File: src/inc/odl_pkg.sv
/*
 * Shared constants and carrier types for the OAM endpoint loss and delay engine.
 * Assumes one switch core clock and an Avalon-MM master using byte addresses.
 */
package odl_pkg;

    // ====================
    // Register map (byte offsets)
    localparam int unsigned ADDR_W = 5;
    localparam logic [4:0] OFS_CTRL = 5'h00;
    localparam logic [4:0] OFS_PERIOD = 5'h04;
    localparam logic [4:0] OFS_STATUS = 5'h08;
    localparam logic [4:0] OFS_CAPTURE = 5'h0c;
    localparam logic [4:0] OFS_RX_SEQ = 5'h10;
    localparam logic [4:0] OFS_DM_SEQ = 5'h14;
    localparam logic [4:0] OFS_HELD_RX = 5'h18;
    localparam logic [4:0] OFS_HELD_TXF = 5'h1c;

    // ====================
    // Control register fields
    localparam int unsigned CTRL_LOSS_EN = 0;
    localparam int unsigned CTRL_DELAY_EN = 1;
    localparam int unsigned CTRL_UP_MEP = 2;
    localparam int unsigned CTRL_PDU_UPD = 3;
    localparam int unsigned CTRL_FRONT_CPU = 4;
    localparam int unsigned CTRL_INS_NEXT = 5;
    localparam int unsigned CTRL_W = 6;
    localparam logic [5:0] CTRL_RESET = 6'h00;

    // Status register fields (write one to clear)
    localparam int unsigned STAT_VALID = 0;
    localparam int unsigned STAT_STICKY = 1;

    // Sequence fields
    localparam int unsigned SEQ_W = 5;
    localparam int unsigned RX_SEQ_LSB = 16;
    localparam int unsigned HDR_SEQ_LSB = 27;
    localparam int unsigned PERIOD_W = 8;
    localparam logic [7:0] PERIOD_RESET = 8'h00;
    localparam logic [4:0] SEQ_ONE = 5'h01;
    localparam logic [7:0] PERIOD_ONE = 8'h01;
    localparam logic [31:0] ZERO_WORD = 32'h0000_0000;

    // Delay PDU kinds
    typedef enum logic [1:0] {
        ODL_DM_NONE,
        ODL_DM_ONE_WAY,
        ODL_DM_REQUEST,
        ODL_DM_REPLY
    } odl_dm_kind_t;

    // ====================
    // Carriers (counter and timestamp width fixed at one bus word)
    typedef struct packed {
        logic valid;
        logic [31:0] txfcf;
        logic [31:0] rxfcb;
        logic [31:0] txfcb;
    } odl_cc_rx_t;

    typedef struct packed {
        logic valid;
        logic cpu_loss;
    } odl_cc_tx_req_t;

    typedef struct packed {
        logic valid;
        logic loss;
        logic [31:0] txfcf;
        logic [31:0] rxfcb;
        logic [31:0] txfcb;
    } odl_cc_tx_t;

    typedef struct packed {
        logic valid;
        odl_dm_kind_t kind;
    } odl_dm_rx_t;

    typedef struct packed {
        logic valid;
        logic [4:0] seq;
        logic [7:0] port;
    } odl_dm_egr_t;

    typedef struct packed {
        logic valid;
        logic [31:0] cpu_time;
    } odl_dm_tx_req_t;

    typedef struct packed {
        logic valid;
        logic [31:0] value;
    } odl_word_t;

    typedef struct packed {
        logic valid;
        logic [31:0] ts;
        logic [7:0] port;
        logic [7:0] engine;
        logic [4:0] seq;
    } odl_tsq_t;

endpackage : odl_pkg

File: src/verilog/odl_engine.sv
/*
 * Per-endpoint OAM engine: dual-ended loss measurement carried in continuity
 * frames and one-way delay timestamping, for Down-MEP and Up-MEP placement.
 * Assumes frame events arrive as one-cycle valid strobes synchronous to
 * core_clk_i, at most one frame event per stream per cycle.
 */
// Implementation choices: register access over Avalon-MM and the register addresses.

// Overview of operation
// Non-zero counter field marks a loss frame
// Loss handling only with loss enable set
// Insert-next adds forward and backward counters
// Period setting spaces counter-carrying frames
// Down rx loss frame: local count to header
// Optional PDU overwrite with local count
// Backward counters held until next sent
// Up-MEP sends no automatic backward counters
// Up-MEP CPU frames get transmit count inserted
// Up ingress: bump sequence, copy, forward
// Egress captures count and sequence field
// Valid bit, sticky on overwrite
// Five-bit delay sequence sampled into header
// Latest delay sequence kept, bumps per PDU
// Sequence in header bits 31:27, shared
// One-way handling only with delay enable
// Down transmit timestamp at port exit
// Down receive timestamp to PDU or header
// Up transmit timestamp from CPU arrival
// Up ingress copy carries current sequence
// Egress writes timestamp queue entry
// Sequence counters wrap silently
module odl_engine #(
    parameter logic [7:0] ENGINE_NUM = 8'h00
) (
    input wire logic core_clk_i,
    input wire logic rst_n_i,
    input wire logic clk_en_i,
    input wire logic [odl_pkg::ADDR_W-1:0] avs_address_i,
    input wire logic avs_read_i,
    input wire logic avs_write_i,
    input wire logic [31:0] avs_writedata_i,
    input wire logic [3:0] avs_byteenable_i,
    output logic [31:0] avs_readdata_o,
    output logic avs_waitrequest_o,
    input wire logic [31:0] tx_loss_counter_i,
    input wire logic [31:0] rx_loss_counter_i,
    input wire logic [31:0] time_now_i,
    input wire odl_pkg::odl_cc_rx_t cc_rx_i,
    input wire logic cc_egress_i,
    input wire odl_pkg::odl_cc_tx_req_t cc_tx_req_i,
    input wire odl_pkg::odl_dm_rx_t dm_rx_i,
    input wire odl_pkg::odl_dm_egr_t dm_egress_i,
    input wire odl_pkg::odl_dm_tx_req_t dm_tx_req_i,
    output odl_pkg::odl_cc_tx_t cc_tx_o,
    output odl_pkg::odl_word_t extract_o,
    output odl_pkg::odl_word_t pdu_update_o,
    output odl_pkg::odl_word_t dm_tx_timestamp_o,
    output odl_pkg::odl_tsq_t tsq_write_o,
    output logic egress_forward_o
);

    // ====================
    // Helpers
    // Any non-zero counter field means the frame carries loss data
    function automatic logic is_loss_frame(input odl_pkg::odl_cc_rx_t f);
        is_loss_frame = (f.txfcf != odl_pkg::ZERO_WORD) || (f.rxfcb != odl_pkg::ZERO_WORD)
            || (f.txfcb != odl_pkg::ZERO_WORD);
    endfunction : is_loss_frame

    // Byte-lane merge of a write into a stored word
    function automatic logic [31:0] lane_merge(input logic [31:0] old_v,
                                               input logic [31:0] new_v,
                                               input logic [3:0] be);
        logic [31:0] r;
        r = old_v;
        for (int i = 0; i < 4; i++) begin
            if (be[i]) begin
                r[i*8 +: 8] = new_v[i*8 +: 8];
            end
        end
        lane_merge = r;
    endfunction : lane_merge

    // ====================
    // State
    logic [odl_pkg::CTRL_W-1:0] ctrl, next_ctrl;
    logic [odl_pkg::PERIOD_W-1:0] period, next_period;
    logic [odl_pkg::PERIOD_W-1:0] period_cnt, next_period_cnt;
    logic sample_valid, next_sample_valid;
    logic sample_sticky, next_sample_sticky;
    logic [31:0] capture, next_capture;
    logic [odl_pkg::SEQ_W-1:0] lm_seq, next_lm_seq;
    logic [odl_pkg::SEQ_W-1:0] lm_seq_field, next_lm_seq_field;
    logic [odl_pkg::SEQ_W-1:0] dm_seq, next_dm_seq;
    logic [odl_pkg::SEQ_W-1:0] dm_latest, next_dm_latest;
    logic [31:0] held_rx, next_held_rx;
    logic [31:0] held_txf, next_held_txf;
    logic [31:0] readdata, next_readdata;
    logic waitreq, next_waitreq;
    odl_pkg::odl_cc_tx_t cc_tx, next_cc_tx;
    odl_pkg::odl_word_t extract, next_extract;
    odl_pkg::odl_word_t pdu_upd, next_pdu_upd;
    odl_pkg::odl_word_t dm_ts, next_dm_ts;
    odl_pkg::odl_tsq_t tsq, next_tsq;
    logic egr_fwd, next_egr_fwd;

    // Decoded controls
    logic loss_cc_hw_enable;
    logic one_way_delay_enable;
    logic up_mep;
    logic pdu_local_rx_count_update_enable;
    logic front_port_cpu;
    logic loss_insert_next;
    logic bus_take;
    logic wr_take;

    assign loss_cc_hw_enable = ctrl[odl_pkg::CTRL_LOSS_EN];
    assign one_way_delay_enable = ctrl[odl_pkg::CTRL_DELAY_EN];
    assign up_mep = ctrl[odl_pkg::CTRL_UP_MEP];
    assign pdu_local_rx_count_update_enable = ctrl[odl_pkg::CTRL_PDU_UPD];
    assign front_port_cpu = ctrl[odl_pkg::CTRL_FRONT_CPU];
    assign loss_insert_next = ctrl[odl_pkg::CTRL_INS_NEXT];

    // Request is answered on the cycle waitrequest is low
    assign bus_take = (avs_read_i || avs_write_i) && !waitreq;
    assign wr_take = avs_write_i && !waitreq;

    // ====================
    // Next-state logic
    always_comb begin
        logic period_hit;
        logic cc_loss;
        logic dm_ok;
        logic [31:0] wv;
        period_hit = 1'b0;
        cc_loss = 1'b0;
        dm_ok = 1'b0;
        wv = odl_pkg::ZERO_WORD;
        next_ctrl = ctrl;
        next_period = period;
        next_period_cnt = period_cnt;
        next_sample_valid = sample_valid;
        next_sample_sticky = sample_sticky;
        next_capture = capture;
        next_lm_seq = lm_seq;
        next_lm_seq_field = lm_seq_field;
        next_dm_seq = dm_seq;
        next_dm_latest = dm_latest;
        next_held_rx = held_rx;
        next_held_txf = held_txf;
        next_readdata = readdata;
        next_cc_tx = '0;
        next_extract = '0;
        next_pdu_upd = '0;
        next_dm_ts = '0;
        next_tsq = '0;
        next_egr_fwd = 1'b0;

        // Bus handshake: one wait cycle, then answer with waitrequest low
        next_waitreq = !((avs_read_i || avs_write_i) && waitreq);
        if ((avs_read_i || avs_write_i) && waitreq) begin
            unique case (avs_address_i)
                odl_pkg::OFS_CTRL: next_readdata = 32'(ctrl);
                odl_pkg::OFS_PERIOD: next_readdata = 32'(period);
                odl_pkg::OFS_STATUS: begin
                    next_readdata = odl_pkg::ZERO_WORD;
                    next_readdata[odl_pkg::STAT_VALID] = sample_valid;
                    next_readdata[odl_pkg::STAT_STICKY] = sample_sticky;
                end
                odl_pkg::OFS_CAPTURE: next_readdata = capture;
                odl_pkg::OFS_RX_SEQ: next_readdata = 32'(lm_seq_field) << odl_pkg::RX_SEQ_LSB;
                odl_pkg::OFS_DM_SEQ: next_readdata = 32'(dm_latest);
                odl_pkg::OFS_HELD_RX: next_readdata = held_rx;
                odl_pkg::OFS_HELD_TXF: next_readdata = held_txf;
                default: next_readdata = odl_pkg::ZERO_WORD;
            endcase
        end

        // Register writes
        if (wr_take) begin
            unique case (avs_address_i)
                odl_pkg::OFS_CTRL: begin
                    wv = lane_merge(32'(ctrl), avs_writedata_i, avs_byteenable_i);
                    next_ctrl = wv[odl_pkg::CTRL_W-1:0];
                end
                odl_pkg::OFS_PERIOD: begin
                    wv = lane_merge(32'(period), avs_writedata_i, avs_byteenable_i);
                    next_period = wv[odl_pkg::PERIOD_W-1:0];
                end
                odl_pkg::OFS_STATUS: begin
                    if (avs_byteenable_i[0]) begin
                        if (avs_writedata_i[odl_pkg::STAT_VALID]) begin
                            next_sample_valid = 1'b0;
                        end
                        if (avs_writedata_i[odl_pkg::STAT_STICKY]) begin
                            next_sample_sticky = 1'b0;
                        end
                    end
                end
                default: begin
                end
            endcase
        end

        // Transmit of a continuity frame
        if (cc_tx_req_i.valid) begin
            next_cc_tx.valid = 1'b1;
            if (loss_cc_hw_enable) begin
                if (!up_mep) begin
                    // Period counter paces counter-carrying frames
                    if (period != odl_pkg::PERIOD_RESET) begin
                        period_hit = (period_cnt + odl_pkg::PERIOD_ONE) >= period;
                        next_period_cnt = period_hit ? odl_pkg::PERIOD_RESET
                            : period_cnt + odl_pkg::PERIOD_ONE;
                    end
                    if (loss_insert_next || period_hit) begin
                        next_cc_tx.loss = 1'b1;
                        next_cc_tx.txfcf = tx_loss_counter_i;
                        next_cc_tx.rxfcb = held_rx;
                        next_cc_tx.txfcb = held_txf;
                        next_ctrl[odl_pkg::CTRL_INS_NEXT] = 1'b0;
                    end
                end else if (cc_tx_req_i.cpu_loss) begin
                    // Masqueraded frame: forward count only, no backward counters
                    next_cc_tx.loss = 1'b1;
                    next_cc_tx.txfcf = tx_loss_counter_i;
                end
            end
        end

        // Reception of a continuity frame at ingress
        cc_loss = cc_rx_i.valid && loss_cc_hw_enable && is_loss_frame(cc_rx_i);
        if (cc_loss && !up_mep) begin
            next_extract.valid = 1'b1;
            next_extract.value = rx_loss_counter_i;
            next_pdu_upd.valid = pdu_local_rx_count_update_enable;
            next_pdu_upd.value = rx_loss_counter_i;
            next_held_rx = rx_loss_counter_i;
            next_held_txf = cc_rx_i.txfcf;
        end else if (cc_loss) begin
            next_lm_seq = lm_seq + odl_pkg::SEQ_ONE;
            next_extract.valid = 1'b1;
            next_extract.value = 32'(lm_seq + odl_pkg::SEQ_ONE);
            next_egr_fwd = 1'b1;
        end

        // Arrival of a forwarded loss frame at the egress engine
        if (cc_egress_i && loss_cc_hw_enable && up_mep) begin
            next_capture = rx_loss_counter_i;
            next_lm_seq_field = lm_seq;
            next_sample_valid = 1'b1;
            if (sample_valid) begin
                next_sample_sticky = 1'b1;
            end
        end

        // Reception of a delay PDU; loss frames take the extraction slot first
        dm_ok = dm_rx_i.valid && (dm_rx_i.kind != odl_pkg::ODL_DM_NONE)
            && ((dm_rx_i.kind != odl_pkg::ODL_DM_ONE_WAY) || one_way_delay_enable);
        if (dm_ok && up_mep) begin
            next_dm_latest = dm_seq;
            next_dm_seq = dm_seq + odl_pkg::SEQ_ONE;
            if (!cc_loss) begin
                next_extract.valid = 1'b1;
                next_extract.value = 32'(dm_seq) << odl_pkg::HDR_SEQ_LSB;
            end
        end else if (dm_ok && (dm_rx_i.kind == odl_pkg::ODL_DM_ONE_WAY)) begin
            if (front_port_cpu) begin
                next_pdu_upd.valid = 1'b1;
                next_pdu_upd.value = time_now_i;
            end else if (!cc_loss) begin
                next_extract.valid = 1'b1;
                next_extract.value = time_now_i;
            end
        end

        // Egress arrival of a delay PDU at the Up-MEP
        if (dm_egress_i.valid && up_mep && one_way_delay_enable) begin
            next_tsq.valid = 1'b1;
            next_tsq.ts = time_now_i;
            next_tsq.port = dm_egress_i.port;
            next_tsq.engine = ENGINE_NUM;
            next_tsq.seq = dm_egress_i.seq;
        end

        // Transmit timestamp of an injected one-way delay frame
        if (dm_tx_req_i.valid && one_way_delay_enable) begin
            next_dm_ts.valid = 1'b1;
            next_dm_ts.value = up_mep ? dm_tx_req_i.cpu_time : time_now_i;
        end
    end

    // ====================
    // State registers, frozen while the clock enable is low
    always_ff @(posedge core_clk_i) begin
        if (!rst_n_i) begin
            ctrl <= odl_pkg::CTRL_RESET;
            period <= odl_pkg::PERIOD_RESET;
            period_cnt <= odl_pkg::PERIOD_RESET;
            sample_valid <= 1'b0;
            sample_sticky <= 1'b0;
            capture <= odl_pkg::ZERO_WORD;
            lm_seq <= '0;
            lm_seq_field <= '0;
            dm_seq <= '0;
            dm_latest <= '0;
            held_rx <= odl_pkg::ZERO_WORD;
            held_txf <= odl_pkg::ZERO_WORD;
            readdata <= odl_pkg::ZERO_WORD;
            waitreq <= 1'b1;
            cc_tx <= '0;
            extract <= '0;
            pdu_upd <= '0;
            dm_ts <= '0;
            tsq <= '0;
            egr_fwd <= 1'b0;
        end else if (clk_en_i) begin
            ctrl <= next_ctrl;
            period <= next_period;
            period_cnt <= next_period_cnt;
            sample_valid <= next_sample_valid;
            sample_sticky <= next_sample_sticky;
            capture <= next_capture;
            lm_seq <= next_lm_seq;
            lm_seq_field <= next_lm_seq_field;
            dm_seq <= next_dm_seq;
            dm_latest <= next_dm_latest;
            held_rx <= next_held_rx;
            held_txf <= next_held_txf;
            readdata <= next_readdata;
            waitreq <= next_waitreq;
            cc_tx <= next_cc_tx;
            extract <= next_extract;
            pdu_upd <= next_pdu_upd;
            dm_ts <= next_dm_ts;
            tsq <= next_tsq;
            egr_fwd <= next_egr_fwd;
        end
    end

    // ====================
    // Outputs straight from flops
    assign avs_readdata_o = readdata;
    assign avs_waitrequest_o = waitreq;
    assign cc_tx_o = cc_tx;
    assign extract_o = extract;
    assign pdu_update_o = pdu_upd;
    assign dm_tx_timestamp_o = dm_ts;
    assign tsq_write_o = tsq;
    assign egress_forward_o = egr_fwd;

endmodule : odl_engine

File: config.mk
export PLATFORM = sky130hd
export DESIGN_NAME = odl_engine
export DESIGN_NICKNAME = d
export VERILOG_FILES = /design/src/inc/odl_pkg.sv /design/src/verilog/odl_engine.sv
export SDC_FILE = /design/constraint.sdc
export NUM_CORES = 1
export LEC_CHECK = 0
export ABC_AREA = 1
export BUFFER_PORTS_ARGS = -buffer_cell sky130_fd_sc_hd__buf_2
export CORE_AREA = 2 2 226 228
export CTS_CLUSTER_SIZE = 20
export DETAILED_ROUTE_END_ITERATION = 16
export DIE_AREA = 0 0 228 230
export REMOVE_ABC_BUFFERS = 1
export SETUP_SLACK_MARGIN = 0.05
export SLEW_MARGIN = 15
export SYNTH_ARGS = -nofsm -noshare
export SYNTH_HDL_FRONTEND = slang
export SYNTH_SLANG_ARGS = --single-unit
File: constraint.sdc
create_clock -name core_clk_i -period 4.7 [get_ports core_clk_i]
set_input_delay 0.47 -clock core_clk_i [delete_from_list [all_inputs] [get_ports core_clk_i]]
set_output_delay 0.47 -clock core_clk_i [all_outputs]
set_load 0.01 [all_outputs]
==> impl_metrics.yaml <==
status:
  outcome: "completed"
floorplanning:
  start_util_pct: 35.1
  core-area_sq_mm: 0.0499
  io_pins: 577
  die_area_sq_mm: 0.0524
  num_rows: 82
  die_height_um: 230
  die_x_um: 228
routing:
  m1WireLength_um: 28400
  wire_per_inst_um: 18.6
  first_pass_iters: 5
  viasPerCell: 5.03
  first_iter_violations: 1248
  met3WireLength_um: 4870
  wl_met2_um: 32500
  finalWirelength_um: 67800
  drc: 0
  antenna_left: 0
  vias: 18400
  top_layer: "met5"
worst_setup_path:
  reg2reg_slack_ns: 1.48
  max_stage_delay_ns: 0.62
  worstPathCellList: "ha_1 -> nand3_1 -> nand3b_1 -> xnor2_1 -> ha_1 -> nand2_1 -> o21a_1 -> nand2_1 -> nand2_1 -> a21boi_4 -> buf_12 -> nand2_1 -> a21oi_1"
  required_ns: 5.20
  crit_top_cell: "nand2_1"
  path_buf_inv: 1
  path_delay_family: "compound AO/OA/AOI/OAI gates"
  worstPathMaxFanout: 46
  slowest_stage: "a21boi_4"
  critPathLaunchType: "flop"
  critPathKind: "reg -> reg"
  cp.arrival_ns: 3.72
  setup.worst_path.end_class: "flop"
synth:
  synth.ff_latch_count: 417
  yosysWarnings: 0
  synth.cell_area_sq_mm: 0.0175
  synth-async-reset-ratio_pct: 0
  synth_edf_count: 0
  avgSynthCellArea_sq_um: 7.05
  ys.flop_type: "dfxtp_1"
  synth-seq-area-share_pct: 47.6
  ys_types: 44
  synthCells: 2485
clock_network:
  cts-resized-gates: 0
  cts_root_buffer: "clkbuf_16"
  clock-sinks: 417
  clkLatencyLatePin_ns: 0.59
  h-tree-depth: 2
  hold_buffers: 0
  clk_pin_slew_ns: 0.06
  post_cts_buffers: 0
  cts_buffers: 48
  clockBufferDepth: 3
  cts_tree: "built"
timing:
  max_freq_ghz: 0.311
  max_slew_margin_pct: 19.1
  setup_viol: 0
  setup_tns_ns: 0
  maxSlewViolCount: 0
  finalCritPeriodShare_pct: 68.5
  rsz0062_at_grt: "no"
  finalHoldViolCount: 0
  fin_crit_ns: 3.22
  fin_skew_ns: 0.0165
  tightest_slew_ns: 1.21
finish:
  multi_input_area_sq_mm: 0.00800
  final_cell_area_sq_mm: 0.0222
  final_nets: 3239
  drive_gt1_share_pct: 22.5
  ff_latch_area_sq_mm: 0.00835
  filler_cell_count: 5150
  area_growth_pct: 26.9
global_routing:
  globalRoute.totalOverflow: 0
  antenna_found_initial: 8
  grt_first_pass_wirelength_um: 101000
  grt_pass1_vias: 17500
  grt.total_usage_pct: 24.6
  grt_max_degree: 138
power_and_ir_drop:
  power.internal_w: 0.00593
  pwr-share-comb_pct: 4.9
  p_sw_w: 0.00179
  power_frac_seq_pct: 45.9
  p_leak_nw: 9.52
  powerDensity_mw_per_mm2: 347
  p_sw_share_pct: 23.2
  pwr-share-clk_pct: 49.2
  ir_drop_mv: 0.239
placement:
  place_area_sq_mm: 0.0206
  dp.final_hpwl_um: 46300
  gp_congestion: 0.872
  numPortBuffers: 541
min_path:
  hold_class: "in -> reg"
run:
  cap_violations: 0
## cell usage in the layout (no fill, tap or decap), types with 3 or more instances in the layout
master and count:
nand2_1 834, buf_2 541, dfxtp_1 416, a21oi_1 383, nor2_1 201, o21ai_0 134, inv_1 122, nand3_1 58
clkbuf_16 49, nand4_1 40, buf_4 21, o21ai_1 14, o211ai_1 12, o221ai_1 12, clkbuf_1 12, clkbuf_8 12
ha_1 11, xor2_1 8, nor2_2 8, conb_1 8, o31ai_1 6, inv_2 6, a22o_1 5, a211oi_1 5
a21boi_0 5, diode_2 4, nor2_4 4, inv_6 4, nor4_1 3, clkinv_2 3, bufinv_16 3, buf_12 3
## power by group through the flow
stage | registers [W] | clock network [W] | logic (W)
final | 0.00354 | 0.00380 | 0.000378
after CTS | 0.00354 | 0.00387 | 0.000379
after global placement | 0.00362 | 0 | 0.000374
after detailed placement | 0.00362 | 0 | 0.000378
after floorplan | 0.00362 | 0 | 0.000134
after global routing | 0.00354 | 0.00401 | 0.000411
## metrics by stage
stage          cells  setup slack (ns)  hold WS, ns  power, W  util (%)
6_report        3648              1.48        0.136   0.00772      44.6
3_5_place_dp    3558              1.47        0.447   0.00400      41.4
3_3_place_gp    3558              1.55        0.439   0.00399      41.4
5_1_grt         3648              1.20        0.113   0.00796      44.6
4_1_cts         3644              1.43       0.0974   0.00780      44.6
2_1_floorplan   2321             0.587        0.429   0.00376         -
## cells by family after synthesis
kind of cell,count (synthesis),synth area share (%)
adder cells (fa/ha/maj),11,0.785
AO/OA/AOI/OAI,586,17.7
XOR/XNOR,9,0.450
buffers and inverters,303,7.16
other,1,0.0214
AND/OR/NAND/NOR,1158,26.3
flip-flops,417,47.6
## layer usage
| metal | vias up | global-route usage [%] |
|---|---|---|
| li1 | 8961 | - |
| met1 | 8566 | 30.6 |
| met2 | 708 | 42.1 |
| met3 | 112 | 5.10 |
| met4 | 4 | 8.88 |
| met5 | - | 0 |
## synth_stat cells, types with 2 or more instances
library cell / count / area (sq um)
xor2_1: 8 / 70.1
nand3_1: 59 / 295
o21ai_0: 134 / 671
nand2_1: 835 / 3130
o21ai_1: 14 / 70.1
o221ai_1: 12 / 105
o22ai_1: 2 / 12.5
nor2_2: 8 / 50.1
dfxtp_1: 417 / 8350
a211oi_1: 5 / 37.5
a21boi_0: 5 / 37.5
buf_4: 20 / 150
inv_1: 126 / 473
nor2_4: 2 / 22.5
o31ai_1: 6 / 45.0
nor2_1: 203 / 762
ha_1: 11 / 138
a22o_1: 5 / 43.8
o211ai_1: 12 / 90.1
nand4_1: 40 / 250
nor4_1: 3 / 18.8
buf_2: 28 / 140
o2111ai_1: 2 / 17.5
buf_1: 12 / 45.0
a21oi_1: 383 / 1920
inv_2: 6 / 22.5
clkbuf_1: 110 / 413
## state kept, by name, summed over array words and instances (netlist names), 5 cells and up
| name | cells |
|---|---|
| ctrl | 6 |
| dm_latest | 5 |
| held_txf | 32 |
| period | 8 |
| pdu_update_o | 33 |
| tsq_write_o | 46 |
| period_cnt | 8 |
| capture | 32 |
| avs_readdata_o | 32 |
| cc_tx_o | 98 |
| lm_seq | 5 |
| held_rx | 32 |
| dm_tx_timestamp_o | 33 |
| dm_seq | 5 |
| extract_o | 33 |
| lm_seq_field | 5 |
## final cells by class
cell class / count / share of cell area (%)
Tap cell: 672 / 3.78
Sequential cell: 417 / 37.6
Clock inverter: 13 / 0.737
Multi-Input combinational cell: 1772 / 36.0
Clock buffer: 73 / 6.46
Timing Repair Buffer: 565 / 13.2
Inverter: 132 / 2.30
Antenna cell: 4 / 0.0450
## path summary, 6_finish.rpt
path                                                  from  cells after the start                            to
worst min register to register    capture[26]$_SDFFE_PN0P_                      2      capture[26]$_SDFFE_PN0P_
worst min-delay path                        dm_egress_i[2]                      3  tsq_write_o[15]$_SDFFE_PN0P_
worst max-delay path            period_cnt[0]$_SDFFE_PN0P_                     13      cc_tx_o[50]$_SDFFE_PN0P_
worst max register to register  period_cnt[0]$_SDFFE_PN0P_                     13      cc_tx_o[50]$_SDFFE_PN0P_
## worst min-delay path: stages
cell and delay (ns):
buf_2 0.10, nand2_1 0.05, a21oi_1 0.05
Note: power is estimated with default switching activity, not from simulation.
